--- config.mk ---
export PLATFORM = sky130hd
export DESIGN_NAME = adcs_seq
export DESIGN_NICKNAME = d
export VERILOG_FILES = /design/src/core/adcs_pkg.sv /design/src/core/adcs_seq.sv /design/src/core/adcs_decode.sv
export SDC_FILE = /design/constraint.sdc
export NUM_CORES = 1
export LEC_CHECK = 0
export BUFFER_PORTS_ARGS = -buffer_cell sky130_fd_sc_hd__buf_4
export CAP_MARGIN = 20
export CORE_MARGIN = 2
export CORE_UTILIZATION = 50
export CTS_CLUSTER_DIAMETER = 150
export CTS_CLUSTER_SIZE = 12
export DETAILED_ROUTE_END_ITERATION = 16
export PLACE_DENSITY = 0.72
export SLEW_MARGIN = 10
export SYNTH_ARGS = -nofsm -noshare
export SYNTH_HDL_FRONTEND = slang
export SYNTH_SLANG_ARGS = --single-unit
--- constraint.sdc ---
create_clock -name clk -period 4.3 [get_ports clk]
set_input_delay 0.43 -clock clk [delete_from_list [all_inputs] [get_ports clk]]
set_output_delay 0.43 -clock clk [all_outputs]
set_load 0.01 [all_outputs]
--- src/core/adcs_pkg.sv ---
// shared constants and types of the conversion sequence controller
package adcs_pkg;

	// ----------------------------------------
	// register map
	// ----------------------------------------
	localparam logic [7:0] ADDR_CTRL = 8'h00;
	localparam logic [7:0] ADDR_STATUS = 8'h04;
	localparam logic [7:0] ADDR_ENABLE = 8'h08;
	localparam logic [7:0] ADDR_RESULT_BASE = 8'h20;
	localparam logic [7:0] ADDR_RESULT_LAST = 8'h3c;
	localparam int RESULT_IDX_LSB = 2;
	localparam int RESULT_IDX_W = 3;

	// ----------------------------------------
	// control register fields
	// ----------------------------------------
	localparam int CTRL_W = 8;
	localparam int BIT_LENGTH_LSB = 7;
	localparam int BIT_LENGTH_MSB = 6;
	localparam int BIT_SCAN = 5;
	localparam int BIT_MULTICHANNEL = 4;
	localparam int CHAN_SEL_LSB = 0;
	localparam logic [7:0] CTRL_RESET = 8'h00;

	// ----------------------------------------
	// status register fields
	// ----------------------------------------
	localparam int ST_FLAGS_LSB = 0;
	localparam int ST_COUNT_LSB = 8;
	localparam int ST_SEQ_DONE_BIT = 15;
	localparam int ST_BUSY_BIT = 16;

	// ----------------------------------------
	// sequence lengths and codes
	// ----------------------------------------
	localparam logic [3:0] LEN_ONE = 4'h1;
	localparam logic [3:0] LEN_FOUR = 4'h4;
	localparam logic [3:0] LEN_EIGHT = 4'h8;
	localparam logic [3:0] CODE_RESV_FIRST = 4'h8;
	localparam logic [3:0] CODE_REF_HIGH = 4'hc;
	localparam logic [3:0] CODE_REF_LOW = 4'hd;
	localparam logic [3:0] CODE_REF_MID = 4'he;
	localparam logic [3:0] CODE_TEST = 4'hf;
	localparam logic [1:0] RESP_OKAY = 2'h0;
	localparam logic [1:0] RESP_SLVERR = 2'h2;

	typedef enum logic [2:0] {
		SRC_EXTERNAL,
		SRC_RESERVED,
		SRC_REF_HIGH,
		SRC_REF_LOW,
		SRC_REF_MID,
		SRC_TEST
	} adcs_src_kind_t;

	// analog source handed to the converter
	typedef struct packed {
		adcs_src_kind_t kind;
		logic [2:0] index;
		logic [3:0] code;
	} adcs_source_t;

	// control register contents
	typedef struct packed {
		logic length_lsb;
		logic length_msb;
		logic scan;
		logic multichannel_enable;
		logic [3:0] chan_sel;
	} adcs_ctrl_t;

endpackage : adcs_pkg

--- src/core/adcs_seq.sv ---
// conversion sequencer with channel selection and an axi4-lite register slave
module adcs_seq #(
	parameter int RESULT_W = 10,
	parameter int SLOTS = 8
) (
	input wire logic clk,
	input wire logic resetn,
	input wire logic [7:0] s_axi_awaddr,
	input wire logic s_axi_awvalid,
	output logic s_axi_awready,
	input wire logic [31:0] s_axi_wdata,
	input wire logic [3:0] s_axi_wstrb,
	input wire logic s_axi_wvalid,
	output logic s_axi_wready,
	output logic [1:0] s_axi_bresp,
	output logic s_axi_bvalid,
	input wire logic s_axi_bready,
	input wire logic [7:0] s_axi_araddr,
	input wire logic s_axi_arvalid,
	output logic s_axi_arready,
	output logic [31:0] s_axi_rdata,
	output logic [1:0] s_axi_rresp,
	output logic s_axi_rvalid,
	input wire logic s_axi_rready,
	output logic conv_start,
	output adcs_pkg::adcs_source_t conv_source,
	input wire logic conv_done,
	input wire logic [RESULT_W-1:0] conv_result
);

	// ----------------------------------------
	// elaboration checks
	// ----------------------------------------
	if (SLOTS != 8) begin : g_bad_slots
		$error("SLOTS must be 8");
	end
	if (RESULT_W < 1 || RESULT_W > 16) begin : g_bad_width
		$error("RESULT_W must be 1 to 16");
	end

	typedef enum logic [1:0] {
		SEQ_IDLE,
		SEQ_ISSUE,
		SEQ_WAIT
	} adcs_seq_state_t;

	typedef struct packed {
		adcs_pkg::adcs_ctrl_t ctrl;
		logic enable;
		adcs_seq_state_t seq;
		logic [2:0] step;
		logic discard;
		logic pending;
		logic seq_done;
		logic [SLOTS-1:0] conv_flags;
		logic [SLOTS-1:0][RESULT_W-1:0] results;
		logic start;
		adcs_pkg::adcs_source_t source;
		logic aw_got;
		logic w_got;
		logic [7:0] awaddr;
		logic [31:0] wdata;
		logic [3:0] wstrb;
		logic bvalid;
		logic [1:0] bresp;
		logic rvalid;
		logic [31:0] rdata;
		logic [1:0] rresp;
	} adcs_state_t;

	adcs_state_t state_reg;
	adcs_state_t state_next;
	logic [3:0] code_now;
	adcs_pkg::adcs_source_t source_now;
	logic [3:0] seq_len;
	logic [2:0] slot_now;
	logic ctrl_write;
	localparam int RESULT_IDX_W_L = adcs_pkg::RESULT_IDX_W;
	logic [RESULT_IDX_W_L-1:0] rd_idx;

	// ----------------------------------------
	// channel and slot selection
	// ----------------------------------------
	always_comb begin
		if (state_reg.ctrl.length_msb) begin
			seq_len = adcs_pkg::LEN_EIGHT;
		end else if (state_reg.ctrl.length_lsb) begin
			seq_len = adcs_pkg::LEN_ONE;
		end else begin
			seq_len = adcs_pkg::LEN_FOUR;
		end
		slot_now = state_reg.step;
		if (!state_reg.ctrl.multichannel_enable) begin
			// software owns all four bits here
			code_now = state_reg.ctrl.chan_sel;
		end else if (state_reg.ctrl.length_msb) begin
			code_now = {state_reg.ctrl.chan_sel[3], state_reg.step};
		end else begin
			code_now = {state_reg.ctrl.chan_sel[3:2], state_reg.step[1:0]};
		end
	end

	adcs_decode u_decode (
		.code(code_now),
		.source(source_now)
	);

	// ----------------------------------------
	// next state
	// ----------------------------------------
	always_comb begin
		state_next = state_reg;
		state_next.start = 1'b0;
		ctrl_write = 1'b0;
		rd_idx = s_axi_araddr[adcs_pkg::RESULT_IDX_LSB +: RESULT_IDX_W_L];

		// address and data may arrive in either order
		if (s_axi_awvalid && s_axi_awready) begin
			state_next.aw_got = 1'b1;
			state_next.awaddr = s_axi_awaddr;
		end
		if (s_axi_wvalid && s_axi_wready) begin
			state_next.w_got = 1'b1;
			state_next.wdata = s_axi_wdata;
			state_next.wstrb = s_axi_wstrb;
		end
		if (state_reg.bvalid && s_axi_bready) begin
			state_next.bvalid = 1'b0;
		end
		if (state_reg.aw_got && state_reg.w_got && !state_reg.bvalid) begin
			state_next.aw_got = 1'b0;
			state_next.w_got = 1'b0;
			state_next.bvalid = 1'b1;
			state_next.bresp = adcs_pkg::RESP_OKAY;
			case (state_reg.awaddr)
				adcs_pkg::ADDR_CTRL: begin
					if (state_reg.wstrb[0]) begin
						state_next.ctrl = state_reg.wdata[adcs_pkg::CTRL_W-1:0];
						ctrl_write = 1'b1;
					end
				end
				adcs_pkg::ADDR_ENABLE: begin
					if (state_reg.wstrb[0]) begin
						state_next.enable = state_reg.wdata[0];
					end
				end
				adcs_pkg::ADDR_STATUS: begin
				end
				default: begin
					if (state_reg.awaddr < adcs_pkg::ADDR_RESULT_BASE
							|| state_reg.awaddr > adcs_pkg::ADDR_RESULT_LAST
							|| state_reg.awaddr[1:0] != 2'h0) begin
						state_next.bresp = adcs_pkg::RESP_SLVERR;
					end
				end
			endcase
		end

		// read channel
		if (state_reg.rvalid && s_axi_rready) begin
			state_next.rvalid = 1'b0;
		end
		if (s_axi_arvalid && s_axi_arready) begin
			state_next.rvalid = 1'b1;
			state_next.rresp = adcs_pkg::RESP_OKAY;
			state_next.rdata = 32'h0000_0000;
			case (s_axi_araddr)
				adcs_pkg::ADDR_CTRL: begin
					state_next.rdata[adcs_pkg::CTRL_W-1:0] = state_reg.ctrl;
				end
				adcs_pkg::ADDR_ENABLE: begin
					state_next.rdata[0] = state_reg.enable;
				end
				adcs_pkg::ADDR_STATUS: begin
					state_next.rdata[adcs_pkg::ST_FLAGS_LSB +: SLOTS] = state_reg.conv_flags;
					state_next.rdata[adcs_pkg::ST_COUNT_LSB +: 3] = state_reg.step;
					state_next.rdata[adcs_pkg::ST_SEQ_DONE_BIT] = state_reg.seq_done;
					state_next.rdata[adcs_pkg::ST_BUSY_BIT] = state_reg.seq != SEQ_IDLE;
				end
				default: begin
					if (s_axi_araddr >= adcs_pkg::ADDR_RESULT_BASE
							&& s_axi_araddr <= adcs_pkg::ADDR_RESULT_LAST
							&& s_axi_araddr[1:0] == 2'h0) begin
						state_next.rdata[RESULT_W-1:0] = state_reg.results[rd_idx];
					end else begin
						state_next.rresp = adcs_pkg::RESP_SLVERR;
					end
				end
			endcase
		end

		// sequencer
		case (state_reg.seq)
			SEQ_IDLE: begin
			end
			SEQ_ISSUE: begin
				state_next.start = 1'b1;
				state_next.source = source_now;
				state_next.seq = SEQ_WAIT;
			end
			SEQ_WAIT: begin
				if (conv_done && state_reg.discard) begin
					// the aborted conversion has drained; launch what is pending
					state_next.discard = 1'b0;
					state_next.seq = state_reg.pending ? SEQ_ISSUE : SEQ_IDLE;
				end else if (conv_done) begin
					state_next.results[slot_now] = conv_result;
					state_next.conv_flags[slot_now] = 1'b1;
					if ({1'b0, state_reg.step} == seq_len - 4'h1) begin
						// set again at each sequence end, scan included
						state_next.seq_done = 1'b1;
						state_next.step = 3'h0;
						if (state_reg.ctrl.scan) begin
							state_next.seq = SEQ_ISSUE;
						end else begin
							state_next.seq = SEQ_IDLE;
							state_next.pending = 1'b0;
						end
					end else begin
						state_next.step = state_reg.step + 3'h1;
						state_next.seq = SEQ_ISSUE;
					end
				end
			end
			default: begin
				state_next.seq = SEQ_IDLE;
			end
		endcase

		// disabling stops any run, a scan included
		if (!state_next.enable) begin
			state_next.pending = 1'b0;
			// a launched conversion is drained, never cut short
			if (state_next.seq == SEQ_WAIT && !(conv_done && state_reg.seq == SEQ_WAIT)) begin
				state_next.discard = 1'b1;
			end else if (state_next.seq != SEQ_WAIT) begin
				state_next.seq = SEQ_IDLE;
			end
		end

		// a control write restarts from slot zero; it wins over any flag set
		if (ctrl_write) begin
			state_next.seq_done = 1'b0;
			state_next.conv_flags = '0;
			state_next.step = 3'h0;
			state_next.pending = state_next.enable;
			if (state_reg.seq == SEQ_WAIT && !conv_done) begin
				// converter still busy: drop its answer, then start over
				state_next.discard = 1'b1;
				state_next.seq = SEQ_WAIT;
			end else begin
				// a launch staged for this edge is withdrawn, so no second
				// conversion goes out while the first is still in flight
				state_next.start = 1'b0;
				state_next.source = state_reg.source;
				state_next.discard = 1'b0;
				state_next.seq = state_next.enable ? SEQ_ISSUE : SEQ_IDLE;
			end
		end
	end

	// ----------------------------------------
	// state register
	// ----------------------------------------
	always_ff @(posedge clk) begin
		if (!resetn) begin
			// results start at zero so early reads return a defined value
			state_reg <= '0;
			state_reg.ctrl <= adcs_pkg::CTRL_RESET;
			state_reg.seq <= SEQ_IDLE;
			state_reg.source.kind <= adcs_pkg::SRC_EXTERNAL;
		end else begin
			state_reg <= state_next;
		end
	end

	// ----------------------------------------
	// outputs
	// ----------------------------------------
	// ready stays low while a response waits: one write at a time
	assign s_axi_awready = !state_reg.aw_got && !state_reg.bvalid;
	assign s_axi_wready = !state_reg.w_got && !state_reg.bvalid;
	assign s_axi_bvalid = state_reg.bvalid;
	assign s_axi_bresp = state_reg.bresp;
	assign s_axi_arready = !state_reg.rvalid;
	assign s_axi_rvalid = state_reg.rvalid;
	assign s_axi_rdata = state_reg.rdata;
	assign s_axi_rresp = state_reg.rresp;
	assign conv_start = state_reg.start;
	assign conv_source = state_reg.source;

endmodule : adcs_seq

--- src/core/adcs_decode.sv ---
// decode of a four-bit channel code into an analog source
module adcs_decode (
	input wire logic [3:0] code,
	output adcs_pkg::adcs_source_t source
);

	always_comb begin
		source.code = code;
		source.index = code[2:0];
		if (code < adcs_pkg::CODE_RESV_FIRST) begin
			source.kind = adcs_pkg::SRC_EXTERNAL;
		end else if (code == adcs_pkg::CODE_REF_HIGH) begin
			source.kind = adcs_pkg::SRC_REF_HIGH;
		end else if (code == adcs_pkg::CODE_REF_LOW) begin
			source.kind = adcs_pkg::SRC_REF_LOW;
		end else if (code == adcs_pkg::CODE_REF_MID) begin
			source.kind = adcs_pkg::SRC_REF_MID;
		end else if (code == adcs_pkg::CODE_TEST) begin
			source.kind = adcs_pkg::SRC_TEST;
		end else begin
			// still converted, result carries no meaning
			source.kind = adcs_pkg::SRC_RESERVED;
		end
	end

endmodule : adcs_decode

# ---- Word-level counts from Yosys, hierarchy flattened
# Cells that the tools add are included.
dict set report op_classes {
  addsub 2
  order_cmp 8
  eq_ne 19
  muxes 61
  n_bitwise 3
  reduce_logical 41
}
# cell count
set op_table {}
lappend op_table {{$mux W90} 2}
lappend op_table {{$mux W94} 1}
lappend op_table {{$bwmux W80} 1}
lappend op_table {{$mux W35} 1}
lappend op_table {{$mux W11} 3}
lappend op_table {{$bmux W10 S3} 1}
lappend op_table {{$demux W10 S3} 1}
lappend op_table {{$mux W10} 3}
lappend op_table {{$mux W3} 10}
lappend op_table {{$mux W2} 12}
lappend op_table {{$pmux W7 S3} 1}
lappend op_table {{$mux W1} 17}
lappend op_table {{$eq A4 B4 Y1 const B} 4}
lappend op_table {{$eq A8 B3 Y1 const B} 2}
lappend op_table {{$eq A8 B4 Y1 const B} 2}
lappend op_table {{$logic_and A1 B1 Y1} 16}
lappend op_table {{$logic_not A8 Y1} 2}
lappend op_table {{$mux W16} 1}
lappend op_table {{$ge A8 B6 Y1 const B} 1}
lappend op_table {{$gt A8 B6 Y1 const B} 1}
lappend op_table {{$le A8 B6 Y1 const B} 1}
lappend op_table {{$lt A3 B4 Y1 const B} 2}
lappend op_table {{$lt A8 B6 Y1 const B} 1}
lappend op_table {{$mux W4} 2}
lappend op_table {{other kinds (28)} 46}
dict set report word_totals {
  ff_bits 154
  inputBits 70
  out_inout_bits 52
  wordCells 168
}

# ---- Logic depth before layout (Yosys ltp)
dict set report logic_depth {
  depth_word 13
  mapped_depth 7
  mapped_depth_nobuf 7
}

# ---- Hierarchy
# Synthesis repeated with hierarchy kept, for this count alone.
dict set report hier_totals {
  cells_unflattened 744
  area_unflattened_um2 7257.0
}
# mod instances cells_per_inst area_per_inst_um2 seq_area_each_um2
set by_module_without_submodules {}
lappend by_module_without_submodules {adcs_seq 1 732 7175.6 3042.9}
lappend by_module_without_submodules {adcs_decode 1 12 81.3 0.0}

# ---- Worst setup path before layout
# Ideal clock, no wire load.
dict set report synth_path {
  kind {input to register}
  start {input s_axi_araddr[3]}
  end {register state_reg, in the netlist s_axi_rdata[0]}
  setup_ns 0.133
  arrival_ns 1.636
  required_ns 4.167
  slack_ns 2.531
  path_stages 7
  n_path_buf 2
  cell_sequence {buf_2 -> clkbuf_1 -> mux4_2 -> mux2i_1 -> nor2_1 -> a31oi_1 -> a21oi_1}
}
dict set report synth_via {
  elab_chain_len 5
  word_cells_on_any_way 11
  cone_classes {2 x order compare; 2 x eq/ne; 4 x mux; 3 x reduce/logical}
}
# element line
set synth_lines {}
lappend synth_lines {{start: declaration} adcs_seq.sv:18} ;# input wire logic [7:0] s_axi_araddr,
lappend synth_lines {{$ge A8 B6 Y1 or $le A8 B6 Y1 (tied branches)} {adcs_seq.sv:181, adcs_seq.sv:182}}
lappend synth_lines {{$logic_and A1 B1 Y1} adcs_seq.sv:182} ;# && s_axi_araddr <= adcs_pkg::ADDR_RESULT_LAST
lappend synth_lines {{$logic_and A1 B1 Y1} adcs_seq.sv:183} ;# && s_axi_araddr[1:0] == 2'h0) begin
lappend synth_lines {{$mux W10} adcs_seq.sv:181} ;# if (s_axi_araddr >= adcs_pkg::ADDR_RESULT_BASE
lappend synth_lines {{$pmux W1 S3 (*)} adcs_seq.sv:167} ;# case (s_axi_araddr)
lappend synth_lines {{end signal: assignment} adcs_seq.sv:273} ;# state_reg <= state_next;
lappend synth_lines {{end: declaration} adcs_seq.sv:71} ;# adcs_state_t state_reg;
# Mark *: on every way between the ends. The rest lies on a longest branch, timed or not. The select of a mux whose other input is x is not followed.
# A chain may end at the register's enable or synchronous reset.

==> implementation parameters <==
Parameter                              Value

Logic synthesis
  Syn avg cell area ... 9.82 um^2
  Post-synthesis share of cell area spent on and, or, nand and nor gates ... 0.177
  Library cell with the largest summed area after synthesis ... dfxtp_1
  Post-synthesis mux area share ... 0.191
  Adder and majority gate portion of the synthesized area ... 0.00354
  Xor-xnor portion of the synthesized cell area ... 0.00371
  Post-synthesis sequential area ratio ... 0.430
  Post-synthesis instance total ... 720
  Cell types with the largest area share after synthesis ... dfxtp_1 43%, mux2i_1 12%, nor2b_1 6.5%
  Area fraction in compound gates after synthesis ... 0.105
  Synth async-reset ratio ... 0
  Synth Flop Type ... dfxtp_1
  Syn Std Cell Area ... between 7000 and 8000 um^2
  Proportion of netlist area held by the largest area contributor ... 0.430
  Count of flip-flops with a built-in enable after synthesis ... 0
  #FFs+latches synth ... 152
  Warnings from Yosys ... 0
  Distinct cell type count of the synthesized netlist ... 50
  Dominant combinational cell family by area after synthesis ... multiplexers

Final layout
  Count of nets after finishing ... 809
  Fin util ... 0.577
  Most frequent cells in the layout ... 152 x dfxtp_1, 103 x nand2_1, 88 x mux2i_1
  Fraction of layout cells with a size suffix above 1 ... 0.188
  Fillcell total ... 1,218
  Number of antenna repair diodes ... 0
  Layout-stage area growth over the synthesis result ... 12.8%
  Commonest non-fill, non-tap cell in the layout ... dfxtp_1
  Count of placed standard cells in the final layout, fillers left out ... 929

Detailed routing
  Final routed wire length divided by cell count ... 15.9 um
  Met3 wire length ... 906 um
  DRC violations left ... 0
  Starting DRT DRC Count ... 377
  Top layer used by detailed routing ... met4
  DR vias/cell ... 5.29
  Wire length on met1 ... ~6600 um
  Remaining antenna violation count ... 0
  Total length of routed wires ... 14,800 um
  Total via count after detailed routing ... 4,910
  DR pass1 iterations ... 4
  Metal2 WL ... 7060 um

Setup path
  Sequence of cells on the critical path ... and4bb_1, nand4b_1, mux2i_1, nor2b_1
  CP Data Required Time ... ~4600 ps
  Capturing element type of the critical path ... flip-flop
  Slowest stage cell on the critical path ... nand4b_1
  Count of buffering cells on the critical path with inverters included ... 0
  Worst setup path category ... reg -> reg
  CP top delay family ... simple AND/OR/NAND/NOR gates
  Type of origin of the critical path ... flip-flop
  Worst endpoint data arrival time ... 2570 ps
  Stage delay of the slowest cell on the critical path ... 840 ps
  Top fanout value on the critical path ... 11

STA
  Fmax ... 0.440 GHz
  Slew at the pin with the worst max-slew slack ... around 1000 ps
  Fin crit period ... 2270 ps
  Max Transition Viols Final ... 0
  Worst Setup Slack, final ... 2030 ps
  Worst setup skew after layout ... 11.3 ps
  Aggregate negative setup slack ... 0 ps
  Final setup violation count ... 0
  Unrepaired setup endpoints after global routing ... no
  Part of the cycle the worst path needs ... 0.528
  Relative slew margins ... 0.306
  Final hold vios ... 0

GRT
  Total gr overflow ... 0
  Vias in the first global route ... around 4.8k
  Initial antenna violation count ... 0
  Largest net degree at the start of global routing ... 138
  GRT Resource Usage Total ... 0.206
  First-pass GRT wire length ... 23,700 um

Placed design
  HPWL Detailed ... between 9000 and 10,000 um
  Number of buffers inserted by port buffering ... 73
  Worst setup slack before clock tree synthesis ... 1940 ps
  Routability congestion estimate ... 0.793
  Cell Count Post-Placement ... 897

Floorplan
  Area of the die ... roughly 15,000 um^2
  Core area ... 13,800 um^2
  Initial Util ... 0.512
  Top Ports ... approximately 120
  Overall die height ... 123 um
  DIE WIDTH ... 123 um
  Cell row count ... 43

Power
  Total power density per cell area ... 388 nW/um^2
  Peak supply drop ... approximately 270 uV
  Pleak ... 3.20 nW

Clocking
  H-tree levels ... 4
  Number of buffers created by CTS ... 17
  Cells resized by post-CTS repair ... 0
  Clock tree from TritonCTS ... yes
  Reg clk slew, reported paths ... 60 ps
  Buffers from clock root to sink, at most ... 2
  Number of sinks handled by clock tree synthesis ... about 150
  Source-to-sink clock delay at the later pin of the worst-skew pair ... 420 ps
  CTS root buf ... clkbuf_16
  Setup fix buffers added after clock tree synthesis ... 0
  Number of buffers inserted by hold repair at cts ... 0

Min path
  Hold/Removal Path Class ... in -> reg

Flow run
  Count of max-cap constraint violations ... 0

Outcome
  Result of the run ... completed
## where the power goes
part           switching (mW)  internal [mW]  total (mW)
Combinational           0.103         0.0900       0.193
Sequential             0.0155           1.43        1.45
Clock                   0.552          0.908        1.46
## final cells by class
type	instances	area, um^2	area share
inverters	7	26.3	0.00329
repair buffers	79	613	0.0769
multi-input cells	480	3490	0.437
clock inverters	8	95.1	0.0119
flip-flops and latches	152	3040	0.381
clock buffers	23	488	0.0612
well taps	180	225	0.0282
## metrics by stage
| stage | total power [mW] | hold WS (ps) | instance area (um^2) |
|---|---|---|---|
| 4_1_cts | 3.12 | 257 | 7950 |
| 2_1_floorplan | 1.62 | 425 | 7150 |
| 5_1_grt | 3.20 | 255 | 7980 |
| 6_report | 3.10 | 260 | 7980 |
| 3_5_place_dp | 1.67 | 439 | 7370 |
| 3_3_place_gp | 1.66 | 433 | 7370 |
## final timing paths
check                           cells past startpoint             end           start  slack [ps]
worst min-delay path                                2    s_axi_rvalid   s_axi_arvalid         260
worst max register to register                      4       flip-flop  state_reg[185]        2030
worst min register to register                      2  state_reg[178]  state_reg[178]         450
worst max-delay path                                4       flip-flop  state_reg[185]        2030
## routing by layer
| metal | track usage | vias up |
|---|---|---|
| li1 | - | 2419 |
| met1 | 0.257 | 2340 |
| met2 | 0.347 | 133 |
| met3 | 0.0452 | 18 |
| met4 | 0.0812 | 0 |
| met5 | 0 | - |
## cell families (layout without fill, tap and decap cells)
group                    count (synthesis)  count (layout)
XOR/XNOR                                 3               3
AO/OA/AOI/OAI                          102             102
adder cells (fa/ha/maj)                  2               2
other                                    1              21
buffers and inverters                  108             117
AND/OR/NAND/NOR                        242             242
multiplexers                           110             110
flip-flops                             152             152
## worst register-to-register path, cell delays in order, from the launching register on
cell	delay (ps)
dfxtp_1	340
and4bb_1	470
nand4b_1	840
mux2i_1	430
nor2b_1	80
## synthesized netlist by cell type (9+ instances only)
master and count:
dfxtp_1 152, nand2_1 103, mux2i_1 88, nor2b_1 73, buf_4 55, clkbuf_1 34
nor2_1 32, a21boi_1 30, mux4_2 20, a21boi_0 19, a21oi_1 12, buf_2 10
o211a_1 9
(Power assumes the default switching activity.)
